## config.mk

```make
export PLATFORM = sky130hd
export DESIGN_NAME = elc_link_ctl
export DESIGN_NICKNAME = d
export VERILOG_FILES = /design/src/elc_pkg.sv /design/src/elc_sync2.sv /design/src/elc_ts0_build.sv /design/src/elc_link_ctl.sv
export VERILOG_INCLUDE_DIRS = /design/src /design/src/src
export SDC_FILE = /design/constraint.sdc
export NUM_CORES = 1
export LEC_CHECK = 0
export ABC_AREA = 1
export BUFFER_PORTS_ARGS = -buffer_cell sky130_fd_sc_hd__buf_2
export CORE_MARGIN = 2
export CORE_UTILIZATION = 45
export CTS_CLUSTER_DIAMETER = 40
export DETAILED_ROUTE_END_ITERATION = 10
export GPL_TIMING_DRIVEN = 0
export PLACE_DENSITY = 0.84
export SYNTH_ARGS = -nofsm -noshare
export SYNTH_HDL_FRONTEND = slang
export SYNTH_SLANG_ARGS = --single-unit
```

## constraint.sdc

```tcl
create_clock -name clk_i -period 1.1 [get_ports clk_i]
set_input_delay 0.055 -clock clk_i [delete_from_list [all_inputs] [get_ports clk_i]]
set_output_delay 0.055 -clock clk_i [all_outputs]
set_load 0.02 [all_outputs]
```

## src/elc_cfg.svh

```systemverilog
/*
 * Constants of the E1 loopback, time-slot-zero and data link control block:
 * register offsets, field positions, readback masks and time slot numbers.
 * Assumes an 8-bit register address and 8-bit register data.
 */
`ifndef ELC_CFG_SVH
`define ELC_CFG_SVH

// ============================================================
// Register offsets
`define ELC_OFS_SIG_CTL 8'h14
`define ELC_OFS_LOOP_CTL 8'h15
`define ELC_OFS_NFAS_CTL 8'h16
`define ELC_OFS_MFDL_SEL 8'h17
`define ELC_OFS_AUX_CTL 8'h1F

// ============================================================
// Field positions
`define ELC_B_PAY_LB 0
`define ELC_B_BP_LB 1
`define ELC_B_REMOTE_LB 2
`define ELC_B_NFAS_ONLY 6
`define ELC_B_ALARM 5
`define ELC_F_NAT_HI 4
`define ELC_F_NAT_LO 0
`define ELC_B_RX_MULTIFRAME_PULSE_SELECT 6
`define ELC_F_DL_HI 4
`define ELC_F_DL_LO 0
`define ELC_B_CCS 5
`define ELC_B_AUTO_REMOTE_ALARM_CTL 0
`define ELC_B_TRSP 1

// ============================================================
// Readback masks and reset value
`define ELC_MASK_SIG 8'h20
`define ELC_MASK_LOOP 8'h07
`define ELC_MASK_NFAS 8'h7F
`define ELC_MASK_MFDL 8'h5F
`define ELC_MASK_AUX 8'h03
`define ELC_REG_RESET 8'h00

// ============================================================
// Frame layout
`define ELC_TS_ALIGN 5'h00
`define ELC_TS_SIG 5'h10
`define ELC_BIT_FIRST 3'h0
`define ELC_BIT_ALARM 3'h2
`define ELC_BIT_SA4 3'h3
`define ELC_BIT_LAST 3'h7
`define ELC_DL_TRANSPARENT 5'h10

`endif

```

## src/elc_pkg.sv

```systemverilog
/*
 * Shared types of the E1 loopback and time-slot-zero control block.
 * Assumes elc_cfg.svh supplies the numeric constants.
 */
`default_nettype none

package elc_pkg;

    // Source of the outgoing transmit bit.
    typedef enum logic [2:0] {
        ELC_SRC_BP = 3'h0,
        ELC_SRC_LOOP = 3'h1,
        ELC_SRC_SIG = 3'h3,
        ELC_SRC_FAS = 3'h2,
        ELC_SRC_NFAS = 3'h6
    } elc_src_type;

endpackage : elc_pkg

`default_nettype wire

```

## src/elc_sync2.sv

```systemverilog
/*
 * Two flip-flop synchroniser for a group of pin inputs.
 * Assumes the inputs are asynchronous levels; each bit is synchronised alone.
 */
`default_nettype none

module elc_sync2 #(
    parameter int WIDTH = 1
) (
    input wire logic clk_i,
    input wire logic rstn_i,
    input wire logic [WIDTH-1:0] async_i,
    output logic [WIDTH-1:0] sync_o
);

    // ============================================================
    // Per-bit stages
    genvar gi;
    generate
        for (gi = 0; gi < WIDTH; gi++) begin : g_bit
            logic meta_r;
            logic hold_r;
            always_ff @(posedge clk_i or negedge rstn_i) begin
                if (!rstn_i) begin
                    meta_r <= 1'b0;
                    hold_r <= 1'b0;
                end else begin
                    meta_r <= async_i[gi];
                    hold_r <= meta_r;
                end
            end
            assign sync_o[gi] = hold_r;
        end
    endgenerate

endmodule : elc_sync2

`default_nettype wire

```

## src/elc_ts0_build.sv

```systemverilog
/*
 * Combinational builder of one bit of the transmit non-frame-alignment byte
 * of time slot zero. Assumes bit index 0 is the first bit sent (position one).
 */
`default_nettype none
`include "elc_cfg.svh"

module elc_ts0_build (
    input wire logic [2:0] bit_idx_i,
    input wire logic si_bit_i,
    input wire logic alarm_bit_i,
    input wire logic [4:0] national_i,
    input wire logic [4:0] dl_sel_i,
    input wire logic dl_bit_i,
    output logic nfas_bit_o,
    output logic dl_take_o
);

    logic [2:0] sa_idx;
    logic sa_slot;

    // Positions four to eight map to field bits four down to zero.
    assign sa_idx = 3'(`ELC_BIT_LAST - bit_idx_i);
    assign sa_slot = (bit_idx_i >= `ELC_BIT_SA4);

    always_comb begin
        nfas_bit_o = 1'b1;
        dl_take_o = 1'b0;
        if (bit_idx_i == `ELC_BIT_FIRST) begin
            nfas_bit_o = si_bit_i;
        end else if (bit_idx_i == `ELC_BIT_ALARM) begin
            nfas_bit_o = alarm_bit_i;
        end else if (sa_slot) begin
            if (dl_sel_i[sa_idx]) begin
                nfas_bit_o = dl_bit_i;
                dl_take_o = 1'b1;
            end else begin
                nfas_bit_o = national_i[sa_idx];
            end
        end
    end

endmodule : elc_ts0_build

`default_nettype wire

```

## src/elc_link_ctl.sv

```systemverilog
/*
 * E1 framer control slice: remote, backplane and payload loopbacks, receive
 * channel 0 content, time-slot-zero NFAS insertion, multiframe pulse choice
 * and spare-bit data link selection, with its control registers.
 * Assumes the framer on the same clock supplies time slot and bit counters,
 * one-cycle bit strobes, the decoded receive bit and the line encoder output,
 * with receive data already aligned to transmit timing for payload loopback.
 */
// Implementation choice: strobed register access.
// Contract
// - Remote loopback sends received line to transmit.
// - Backplane loopback connects backplane input to output.
// - Payload loopback returns all slots except zero, and except 16 under associated signalling.
// - Slot 16 looped only in common channel mode.
// - Select: channel 0 carries only NFAS byte.
// - Remote alarm ignored while automatic control zero.
// - National bits fill unselected spare positions.
// - Multiframe pulse follows signalling or CRC-4.
// - Selected spare bits carry the data link.
// - Transparent mode forces first spare bit link.
// - Unselected spare bits come from national bits.
// - Common channel mode versus associated signalling.
`default_nettype none
`include "elc_cfg.svh"

module elc_link_ctl (
    input wire logic clk_i,
    input wire logic rstn_i,
    input wire logic [7:0] reg_addr_i,
    input wire logic [7:0] reg_wdata_i,
    input wire logic reg_wr_i,
    input wire logic reg_rd_i,
    output logic [7:0] reg_rdata_o,
    input wire logic rx_line_tip_i,
    input wire logic rx_line_ring_i,
    input wire logic tx_enc_tip_i,
    input wire logic tx_enc_ring_i,
    output logic tx_line_tip_o,
    output logic tx_line_ring_o,
    input wire logic backplane_data_in_i,
    output logic backplane_data_out_o,
    input wire logic rx_bit_en_i,
    input wire logic [4:0] rx_ts_i,
    input wire logic [2:0] rx_bit_i,
    input wire logic rx_nfas_frame_i,
    input wire logic rx_data_bit_i,
    input wire logic tx_bit_en_i,
    input wire logic [4:0] tx_ts_i,
    input wire logic [2:0] tx_bit_i,
    input wire logic tx_nfas_frame_i,
    input wire logic tx_fas_bit_i,
    input wire logic tx_si_bit_i,
    input wire logic tx_auto_alarm_i,
    input wire logic tx_sig_bit_i,
    input wire logic dl_bit_i,
    output logic dl_take_o,
    output logic tx_data_bit_o,
    output logic tx_common_channel_mode_o,
    input wire logic rx_sig_mf_i,
    input wire logic rx_crc_mf_i,
    output logic rx_multiframe_pulse_o
);

    // ============================================================
    // Control registers
    logic [7:0] sig_ctl_r;
    logic [7:0] loop_ctl_r;
    logic [7:0] nfas_ctl_r;
    logic [7:0] mfdl_sel_r;
    logic [7:0] aux_ctl_r;

    always_ff @(posedge clk_i or negedge rstn_i) begin
        if (!rstn_i) begin
            sig_ctl_r <= `ELC_REG_RESET;
            loop_ctl_r <= `ELC_REG_RESET;
            nfas_ctl_r <= `ELC_REG_RESET;
            mfdl_sel_r <= `ELC_REG_RESET;
            aux_ctl_r <= `ELC_REG_RESET;
        end else if (reg_wr_i) begin
            // Unimplemented bits are dropped at write so they read as zero.
            unique case (reg_addr_i)
                `ELC_OFS_SIG_CTL: sig_ctl_r <= reg_wdata_i & `ELC_MASK_SIG;
                `ELC_OFS_LOOP_CTL: loop_ctl_r <= reg_wdata_i & `ELC_MASK_LOOP;
                `ELC_OFS_NFAS_CTL: nfas_ctl_r <= reg_wdata_i & `ELC_MASK_NFAS;
                `ELC_OFS_MFDL_SEL: mfdl_sel_r <= reg_wdata_i & `ELC_MASK_MFDL;
                `ELC_OFS_AUX_CTL: aux_ctl_r <= reg_wdata_i & `ELC_MASK_AUX;
                default: begin
                end
            endcase
        end
    end

    // ============================================================
    // Register read port
    logic [7:0] rd_nxt;

    always_comb begin
        rd_nxt = 8'h00;
        unique case (reg_addr_i)
            `ELC_OFS_SIG_CTL: rd_nxt = sig_ctl_r;
            `ELC_OFS_LOOP_CTL: rd_nxt = loop_ctl_r;
            `ELC_OFS_NFAS_CTL: rd_nxt = nfas_ctl_r;
            `ELC_OFS_MFDL_SEL: rd_nxt = mfdl_sel_r;
            `ELC_OFS_AUX_CTL: rd_nxt = aux_ctl_r;
            default: rd_nxt = 8'h00;
        endcase
    end

    // Read data stand for exactly the cycle after the read strobe.
    always_ff @(posedge clk_i or negedge rstn_i) begin
        if (!rstn_i) begin
            reg_rdata_o <= 8'h00;
        end else if (reg_rd_i) begin
            reg_rdata_o <= rd_nxt;
        end else begin
            reg_rdata_o <= 8'h00;
        end
    end

    // ============================================================
    // Decoded control fields
    logic remote_line_loopback;
    logic backplane_loopback;
    logic payload_loopback;
    logic rx_nfas_only_select;
    logic tx_remote_alarm;
    logic [4:0] tx_national_bits;
    logic rx_multiframe_pulse_select;
    logic [4:0] spare_bit_link_select;
    logic tx_common_channel_mode;
    logic auto_remote_alarm_ctl;
    logic tx_transparent_mode;

    assign remote_line_loopback = loop_ctl_r[`ELC_B_REMOTE_LB];
    assign backplane_loopback = loop_ctl_r[`ELC_B_BP_LB];
    assign payload_loopback = loop_ctl_r[`ELC_B_PAY_LB];
    assign rx_nfas_only_select = nfas_ctl_r[`ELC_B_NFAS_ONLY];
    assign tx_remote_alarm = nfas_ctl_r[`ELC_B_ALARM];
    assign tx_national_bits = nfas_ctl_r[`ELC_F_NAT_HI:`ELC_F_NAT_LO];
    assign rx_multiframe_pulse_select = mfdl_sel_r[`ELC_B_RX_MULTIFRAME_PULSE_SELECT];
    assign spare_bit_link_select = mfdl_sel_r[`ELC_F_DL_HI:`ELC_F_DL_LO];
    assign tx_common_channel_mode = sig_ctl_r[`ELC_B_CCS];
    assign auto_remote_alarm_ctl = aux_ctl_r[`ELC_B_AUTO_REMOTE_ALARM_CTL];
    assign tx_transparent_mode = aux_ctl_r[`ELC_B_TRSP];

    // The rest of the transmit section reads the signalling mode here.
    assign tx_common_channel_mode_o = tx_common_channel_mode;

    // ============================================================
    // Pin synchronisers
    logic [2:0] pin_sync;
    logic rx_tip_s;
    logic rx_ring_s;
    logic bp_in_s;

    elc_sync2 #(
        .WIDTH(3)
    ) u_pin_sync (
        .clk_i(clk_i),
        .rstn_i(rstn_i),
        .async_i({rx_line_tip_i, rx_line_ring_i, backplane_data_in_i}),
        .sync_o(pin_sync)
    );

    assign rx_tip_s = pin_sync[2];
    assign rx_ring_s = pin_sync[1];
    assign bp_in_s = pin_sync[0];

    // ============================================================
    // Transmit line outputs
    always_ff @(posedge clk_i or negedge rstn_i) begin
        if (!rstn_i) begin
            tx_line_tip_o <= 1'b0;
            tx_line_ring_o <= 1'b0;
        end else if (remote_line_loopback) begin
            tx_line_tip_o <= rx_tip_s;
            tx_line_ring_o <= rx_ring_s;
        end else begin
            tx_line_tip_o <= tx_enc_tip_i;
            tx_line_ring_o <= tx_enc_ring_i;
        end
    end

    // ============================================================
    // Receive NFAS byte capture for backplane channel 0
    logic [7:0] rx_ts0_shift_r;
    logic [7:0] rx_nfas_byte_r;

    always_ff @(posedge clk_i or negedge rstn_i) begin
        if (!rstn_i) begin
            rx_ts0_shift_r <= 8'h00;
        end else if (rx_bit_en_i && rx_ts_i == `ELC_TS_ALIGN) begin
            rx_ts0_shift_r <= {rx_ts0_shift_r[6:0], rx_data_bit_i};
        end
    end

    // The stored byte only changes after a complete NFAS slot was seen.
    always_ff @(posedge clk_i or negedge rstn_i) begin
        if (!rstn_i) begin
            rx_nfas_byte_r <= 8'h00;
        end else if (rx_bit_en_i && rx_ts_i == `ELC_TS_ALIGN && rx_nfas_frame_i
                     && rx_bit_i == `ELC_BIT_LAST) begin
            rx_nfas_byte_r <= {rx_ts0_shift_r[6:0], rx_data_bit_i};
        end
    end

    // ============================================================
    // Backplane output
    logic bp_out_nxt;

    always_comb begin
        bp_out_nxt = rx_data_bit_i;
        if (backplane_loopback) begin
            bp_out_nxt = bp_in_s;
        end else if (rx_ts_i == `ELC_TS_ALIGN && rx_nfas_only_select) begin
            // Bit 0 of the counter is the first bit, the byte's MSB.
            bp_out_nxt = rx_nfas_byte_r[3'(`ELC_BIT_LAST - rx_bit_i)];
        end
    end

    always_ff @(posedge clk_i or negedge rstn_i) begin
        if (!rstn_i) begin
            backplane_data_out_o <= 1'b0;
        end else if (rx_bit_en_i) begin
            backplane_data_out_o <= bp_out_nxt;
        end
    end

    // ============================================================
    // Time slot zero NFAS byte
    logic alarm_bit;
    logic [4:0] dl_sel;
    logic nfas_bit;
    logic dl_take;

    // With automatic control off the written alarm bit is ignored.
    assign alarm_bit = auto_remote_alarm_ctl ? tx_remote_alarm : tx_auto_alarm_i;

    // Transparent mode overrides software link selection with the first spare bit.
    assign dl_sel = tx_transparent_mode ? `ELC_DL_TRANSPARENT
                                        : spare_bit_link_select;

    elc_ts0_build u_ts0 (
        .bit_idx_i(tx_bit_i),
        .si_bit_i(tx_si_bit_i),
        .alarm_bit_i(alarm_bit),
        .national_i(tx_national_bits),
        .dl_sel_i(dl_sel),
        .dl_bit_i(dl_bit_i),
        .nfas_bit_o(nfas_bit),
        .dl_take_o(dl_take)
    );

    // ============================================================
    // Transmit bit source selection
    elc_pkg::elc_src_type tx_src;

    always_comb begin
        tx_src = elc_pkg::ELC_SRC_BP;
        if (tx_ts_i == `ELC_TS_ALIGN) begin
            tx_src = tx_nfas_frame_i ? elc_pkg::ELC_SRC_NFAS : elc_pkg::ELC_SRC_FAS;
        end else if (tx_ts_i == `ELC_TS_SIG && !tx_common_channel_mode) begin
            // Associated signalling owns slot 16 even under payload loopback.
            tx_src = elc_pkg::ELC_SRC_SIG;
        end else if (payload_loopback) begin
            tx_src = elc_pkg::ELC_SRC_LOOP;
        end
    end

    logic tx_bit_nxt;

    always_comb begin
        tx_bit_nxt = bp_in_s;
        unique case (tx_src)
            elc_pkg::ELC_SRC_BP: tx_bit_nxt = bp_in_s;
            elc_pkg::ELC_SRC_LOOP: tx_bit_nxt = rx_data_bit_i;
            elc_pkg::ELC_SRC_SIG: tx_bit_nxt = tx_sig_bit_i;
            elc_pkg::ELC_SRC_FAS: tx_bit_nxt = tx_fas_bit_i;
            elc_pkg::ELC_SRC_NFAS: tx_bit_nxt = nfas_bit;
            default: tx_bit_nxt = bp_in_s;
        endcase
    end

    always_ff @(posedge clk_i or negedge rstn_i) begin
        if (!rstn_i) begin
            tx_data_bit_o <= 1'b0;
        end else if (tx_bit_en_i) begin
            tx_data_bit_o <= tx_bit_nxt;
        end
    end

    // The link source is told in the same strobe cycle that its bit is used.
    assign dl_take_o = tx_bit_en_i && tx_src == elc_pkg::ELC_SRC_NFAS && dl_take;

    // ============================================================
    // Receive multiframe pulse
    always_ff @(posedge clk_i or negedge rstn_i) begin
        if (!rstn_i) begin
            rx_multiframe_pulse_o <= 1'b0;
        end else begin
            rx_multiframe_pulse_o <= rx_multiframe_pulse_select ? rx_crc_mf_i
                                                                : rx_sig_mf_i;
        end
    end

endmodule : elc_link_ctl

`default_nettype wire

```

# --- After elaboration in Yosys (flattened, before gate mapping) ---
# Cells that the tools add are included.
totals:
  reg_bits: 53
  input_bits: 53
  output_inout_bits: 15
  elab_cells: 80
op_classes:
  n_addsub: 2
  order_cmp: 3
  eq_ne: 12
  mux: 28
  n_reduce_logical: 16
ops:
  columns: ["cell", "count"]
  rows:
  - ["equality test 8 x 5 -> 1 bit, second input constant", 5]
  - ["one-hot mux 7 bit (5 select lines)", 1]
  - ["2-to-1 mux 1 bit", 18]
  - ["logical NOT 5 bit", 2]
  - ["AND reduction 2 bit", 5]
  - ["binary-select mux 1 bit (select 3 bit)", 3]
  - ["equality test 3 x 2 -> 1 bit, second input constant", 3]
  - ["< comparator 3 x 4 -> 1 bit, second input constant", 2]
  - ["2-to-1 mux 8 bit", 1]
  - ["logical AND 1 bit", 7]
  - ["equality test 3 bit, second input constant", 2]
  - ["2-to-1 mux 3 bit", 2]
  - ["subtractor 3 bit, first input constant", 2]
  - ["equality test 5 bit, second input constant", 1]
  - ["2-to-1 mux 5 bit", 1]
  - ["one-hot mux 1 bit (4 select lines)", 1]
  - ["equality test 3 x 1 -> 1 bit, second input constant", 1]
  - ["greater-or-equal comparator 3 x 2 -> 1 bit, second input constant", 1]
  - ["logical NOT 3 bit", 1]
  - ["2-to-1 mux 2 bit", 1]
  - ["logical NOT 1 bit", 1]

# --- Logic depth before layout (Yosys ltp) ---
depth:
  ltp_word: 8
  ltp_mapped: 13
  ltp_nobuf: 13

# --- By module ---
# Synthesis repeated with hierarchy kept, for this count alone.
hier_totals:
  hier_cells: 340
  hier_area_um2: 2617.5
by_module_without_submodules:
  columns: ["mod", "instances", "cells_per_inst", "area_per_inst_um2", "seq_area_each_um2"]
  rows:
  - ["elc_link_ctl", 1, 289, 2274.7, 1151.1]
  - ["elc_sync2", 1, 9, 172.7, 150.1]
  - ["elc_ts0_build", 1, 42, 170.2, 0.0]

# --- Worst setup path before layout ---
# No wires, ideal clock.
synth_path:
  path_kind: "register to output"
  from: "register mfdl_sel_r[2]"
  to: "output dl_take_o"
  t_arrival_ns: 1.458
  required_time_ns: 1.045
  setup_slack_ns: -0.413
  path_stages_with_launch: 7
  path_buffers: 0
  path_cell_list: "dfrtp_1 -> inv_1 -> nand2_1 -> nand3_1 -> nand2_1 -> nand2_1 -> a2111oi_1"
synth_via:
  elab_chain_cells: 8
synth_lines:
  columns: ["element", "line_no", "rtl"]
  rows:
  - ["from (decl)", "elc_link_ctl.sv:69", "logic [7:0] mfdl_sel_r;"]
  - ["from (signal assigned)", "elc_link_ctl.sv:77", "mfdl_sel_r <= `ELC_REG_RESET;"]
  - ["from (signal assigned)", "elc_link_ctl.sv:85", "`ELC_OFS_MFDL_SEL: mfdl_sel_r <= reg_wdata_i & `ELC_MASK_MFDL;"]
  - ["2-to-1 mux 5 bit", "elc_link_ctl.sv:240", "assign dl_sel = tx_transparent_mode ? `ELC_DL_TRANSPARENT"]
  - ["binary-select mux 1 bit (select 3 bit)", "elc_ts0_build.sv:34", "if (dl_sel_i[sa_idx]) begin"]
  - ["2-to-1 mux 1 bit (implied by the code)", "elc_ts0_build.sv:34", null]
  - ["2-to-1 mux 1 bit", "elc_ts0_build.sv:34", null]
  - ["2-to-1 mux 1 bit", "elc_ts0_build.sv:33", "end else if (sa_slot) begin"]
  - ["2-to-1 mux 1 bit", "elc_ts0_build.sv:31", "end else if (bit_idx_i == `ELC_BIT_ALARM) begin"]
  - ["2-to-1 mux 1 bit", "elc_ts0_build.sv:29", "if (bit_idx_i == `ELC_BIT_FIRST) begin"]
  - ["logical AND 1 bit", "elc_link_ctl.sv:293", "assign dl_take_o = tx_bit_en_i && tx_src == elc_pkg::ELC_SRC_NFAS && dl_take;"]
  - ["to (decl)", "elc_link_ctl.sv:56", "output logic dl_take_o,"]
# Every way passes these cells. The select of a mux whose other input is x is not followed.

# --- Worst setup path in the final report ---
# Ends and elaborated chain as after synthesis.

==> flow_summary_export.csv <==
group,metric,value,unit
finish,n_antenna_cell,0,
clock_tree,root_buffer,"clkbuf_8",
synth,muxShareOfSynthArea,1.38,%
clock_tree,htreeDepth,2,
clock_tree,numCtsBuffers,5,
timing,clock_skew,0.00694,ns
pwr,power_density,1180,nW/um^2
job,max_cap_viol_count,0,
route,firstDrtPassIters,5,
setup_path,worstReg2RegStart,"mfdl_sel_r[2]",
clock_tree,cts.clk_slew.worst_paths,0.09,ns
setup_path,critPathMaxFanout,2,
timing,whs,-0.0484,ns
pwr,clock_power_share,34.2,%
die,die_h,77.7,um
grt,grt_first_pass_wirelength,9.23,mm
clock_tree,clkLatencyLatePin,0.31,ns
run_status,violations,"hold timing, setup timing",
min_path,holdCritPathClass,"in2async",
synth,synth_top_family_by_area,"simple AND/OR/NAND/NOR gates",
finish,area_growth_syn_to_layout,30.8,%
timing,fin_crit_sh,142,%
synth,ys_seq_area_share,53.2,%
timing,period_minus_slack,1.56,ns
run_status,status,"complete, but fails checks",
die,fp-row-count,26,
grt,grt.total_usage,19.4,%
synth,synth-compound-area-share,14.4,%
clock_tree,cts_num_sinks,52,
synth,synth_top_cell_area_share,53.2,%
synth,yosysWarnings,0,
pwr,p_sw,0.921,mW
synth,synth_fa_ha_area_share,0,%
pwr,peakVddDrop,0.708,mV
timing,setup_slack,-0.463,ns
placed_design,post-place-cells,431,
synth,postSynthCellCount,296,
grt,first_global_vias,2107,
setup_path,reg2reg_slack,-0.28,ns
route,wl_per_cell,12.9,um
die,core-area,5170,um^2
placed_design,placed_cell_area,2900,um^2
synth,synth-async-reset-ratio,100,%
synth,synth_cell_types,30,
finish,multiInputGateArea,996,um^2
die,die-area,6040,um^2
setup_path,critPathKind,"reg2out",
setup_path,timing.rr.end,"tx_data_bit_o",
setup_path,end_kind,"output pin",
timing,worst_pin_slew,1.10,ns
synth,syn-num-nets,349,
synth,synth_xor_area_share,0,%
pwr,p_leak,1.65,nW
finish,n_fill_cell,440,
placed_design,portBuffers,65,
grt,grt.overflow.total,0,
finish,register_area,1300,um^2
placed_design,gp_congestion,0.888,
finish,finish.utilization,61.9,%
synth,avgSynthCellArea,8.26,um^2
route,drtAntennaViolNets,0,
grt,grt_max_degree,53,
route,drt_iter0_markers,161,
setup_path,setup.worst_path.start,"mfdl_sel_r[2]",
grt,antenna_found_initial,0,
placed_design,dp_hpwl,4.18,mm
finish,drive_above_1_share,30.4,%
die,initial_core_util,47.3,%
synth,synth.area.top_cells,"dfrtp_1 53%, nand2_1 14%, inv_1 7.1%",
synth,yosys.area.top_type,"dfrtp_1",
setup_path,rr_worst_depth,13,
setup_path,crit_end,"dl_take_o",
timing,tns,-0.748,ns
pwr,combPwrFrac,11.7,%
setup_path,critPathRequiredTime,1.04,ns
finish,final_cell_area,3200,um^2
die,boundaryPins,68,
finish,stdcell_count,458,
route,drt-total-wl,5.89,mm
pwr,p_int,2.85,mW
clock_tree,cts_tree,"yes",
setup_path,crit_arrival,1.51,ns
pwr,pwr-share-seq,54.1,%
synth,synth-simple-area-share,21.9,%
route,drc,0,
clock_tree,cts.path.max_buffers,2,
timing,final-hold-violation-count,52,
finish,finalNetCount,440,
route,via_per_inst,4.93,
synth,synth_ff_type,"dfrtp_1",
setup_path,cp-start-kind,"register",
pwr,swShare,24.4,%
route,via_count,2256,
timing,fmax,640,MHz
synth,ys_ff_latch,52,
synth,syn-cell-area,2450,um^2
synth,synth_edf_count,0,
timing,rsz0062_at_grt,"yes",
timing,slew_headroom,26.5,%
die,die_w,77.7,um
timing,setup_viol,3,
timing,finalMaxSlewViolations,0,
cells in the mapped netlist (2+ instances only):
cell,instances
a21oi_1,10
a41oi_1,2
buf_2,2
dfrtp_1,52
inv_1,46
mux2_2,3
nand2_1,88
nand3_1,10
nand4_1,2
nor2_1,21
nor4_1,2
o21ai_0,33
o21ai_2,7
o31ai_1,2
metal layers:
layer  up-vias  part of all wire (%)  GRT usage, %  wire [um]
met2        95                    49          32.4       2910
met5         -                     0             0          0
li1       1116                     -             -          -
met1      1038                    42          24.5       2450
met3         7                   7.6          5.12        449
met4         0                   1.2          6.07         69
sequential cells by signal, summed over array words and instances (netlist names), 3 cells and up:
name                     count
reg_rdata_o                  7
rx_ts0_shift_r               7
u_pin_sync.g_bit.meta_r      3
mfdl_sel_r                   6
rx_nfas_byte_r               8
nfas_ctl_r                   7
loop_ctl_r                   3
u_pin_sync.g_bit.hold_r      3
cells by family (layout without fill, tap and decap cells):
group,after synthesis,in the layout
simple gates,129,129
buf+inv,52,144
mux,3,3
compound gates,59,59
other cells,1,1
flops,52,52
placed cells by master (no fill, tap or decap), types with 3 or more instances in the layout:
cell / count
nand2_1: 84
buf_2: 65
dfrtp_1: 51
inv_1: 45
o21ai_0: 30
nor2_1: 19
buf_4: 17
nand3_1: 10
a21oi_1: 9
o21ai_2: 8
dlygate4sd3_1: 7
nand2_2: 5
clkbuf_8: 5
mux2_2: 3
final cells by class:
cell class	count	share of cell area, %
clock buffers	6	2.27
multi-input cells	192	31.1
plain buffers	4	0.977
clock inverters	2	1.09
well taps	70	2.74
inverters	46	5.39
repair buffers	86	15.7
flip-flops and latches	52	40.7
metrics by stage:
stage | power [mW] | hold WS [ns] | setup WS, ns
floorplan | 2.25 | -0.241 | -0.109
global placement | 2.45 | 0.166 | -0.345
detailed placement | 2.47 | 0.166 | -0.387
CTS | 3.78 | -0.00507 | -0.441
global route | 3.96 | 0.0102 | -0.565
finish | 3.77 | -0.0484 | -0.463
power by group through the flow:
| stage | Combinational, mW | Clock (mW) | Sequential, mW |
|---|---|---|---|
| 2_1_floorplan | 0.170 | 0 | 2.08 |
| 3_3_place_gp | 0.377 | 0 | 2.08 |
| 3_5_place_dp | 0.387 | 0 | 2.08 |
| 4_1_cts | 0.428 | 1.31 | 2.04 |
| 5_1_grt | 0.497 | 1.41 | 2.05 |
| 6_report | 0.441 | 1.29 | 2.04 |
repair_timing:
action                                  in CTS  in global routing
hold buffers                                 7                  0
pin swaps                                    4                  6
cloned                                       0                  0
resized for setup                            7                  6
endpoints found under the setup margin      18                 18
endpoints found under the hold margin       42                  0
setup buffers                                7                  7
worst min-delay path by stage:
stage,depth (start not counted),slack (ns),end
after floorplan,0,-0.24,aux_ctl_r[0]
after global placement,1,0.17,u_pin_sync.g_bit[0].meta_r
after detailed placement,1,0.17,u_pin_sync.g_bit[0].meta_r
after CTS,1,-0.005,rx_ts0_shift_r[5]
after global routing,3,0.01,nfas_ctl_r[6]
final,1,-0.05,u_pin_sync.g_bit[2].hold_r
worst max-delay path, stage by stage, from the launching register on:
cell and delay, ns:
dfrtp_1 0.37, inv_1 0.04, nand2_1 0.05, nand3_1 0.09
nand2_1 0.10, nand2_2 0.07, a2111oi_4 0.28, buf_4 0.19
(Power assumes the default switching activity.)
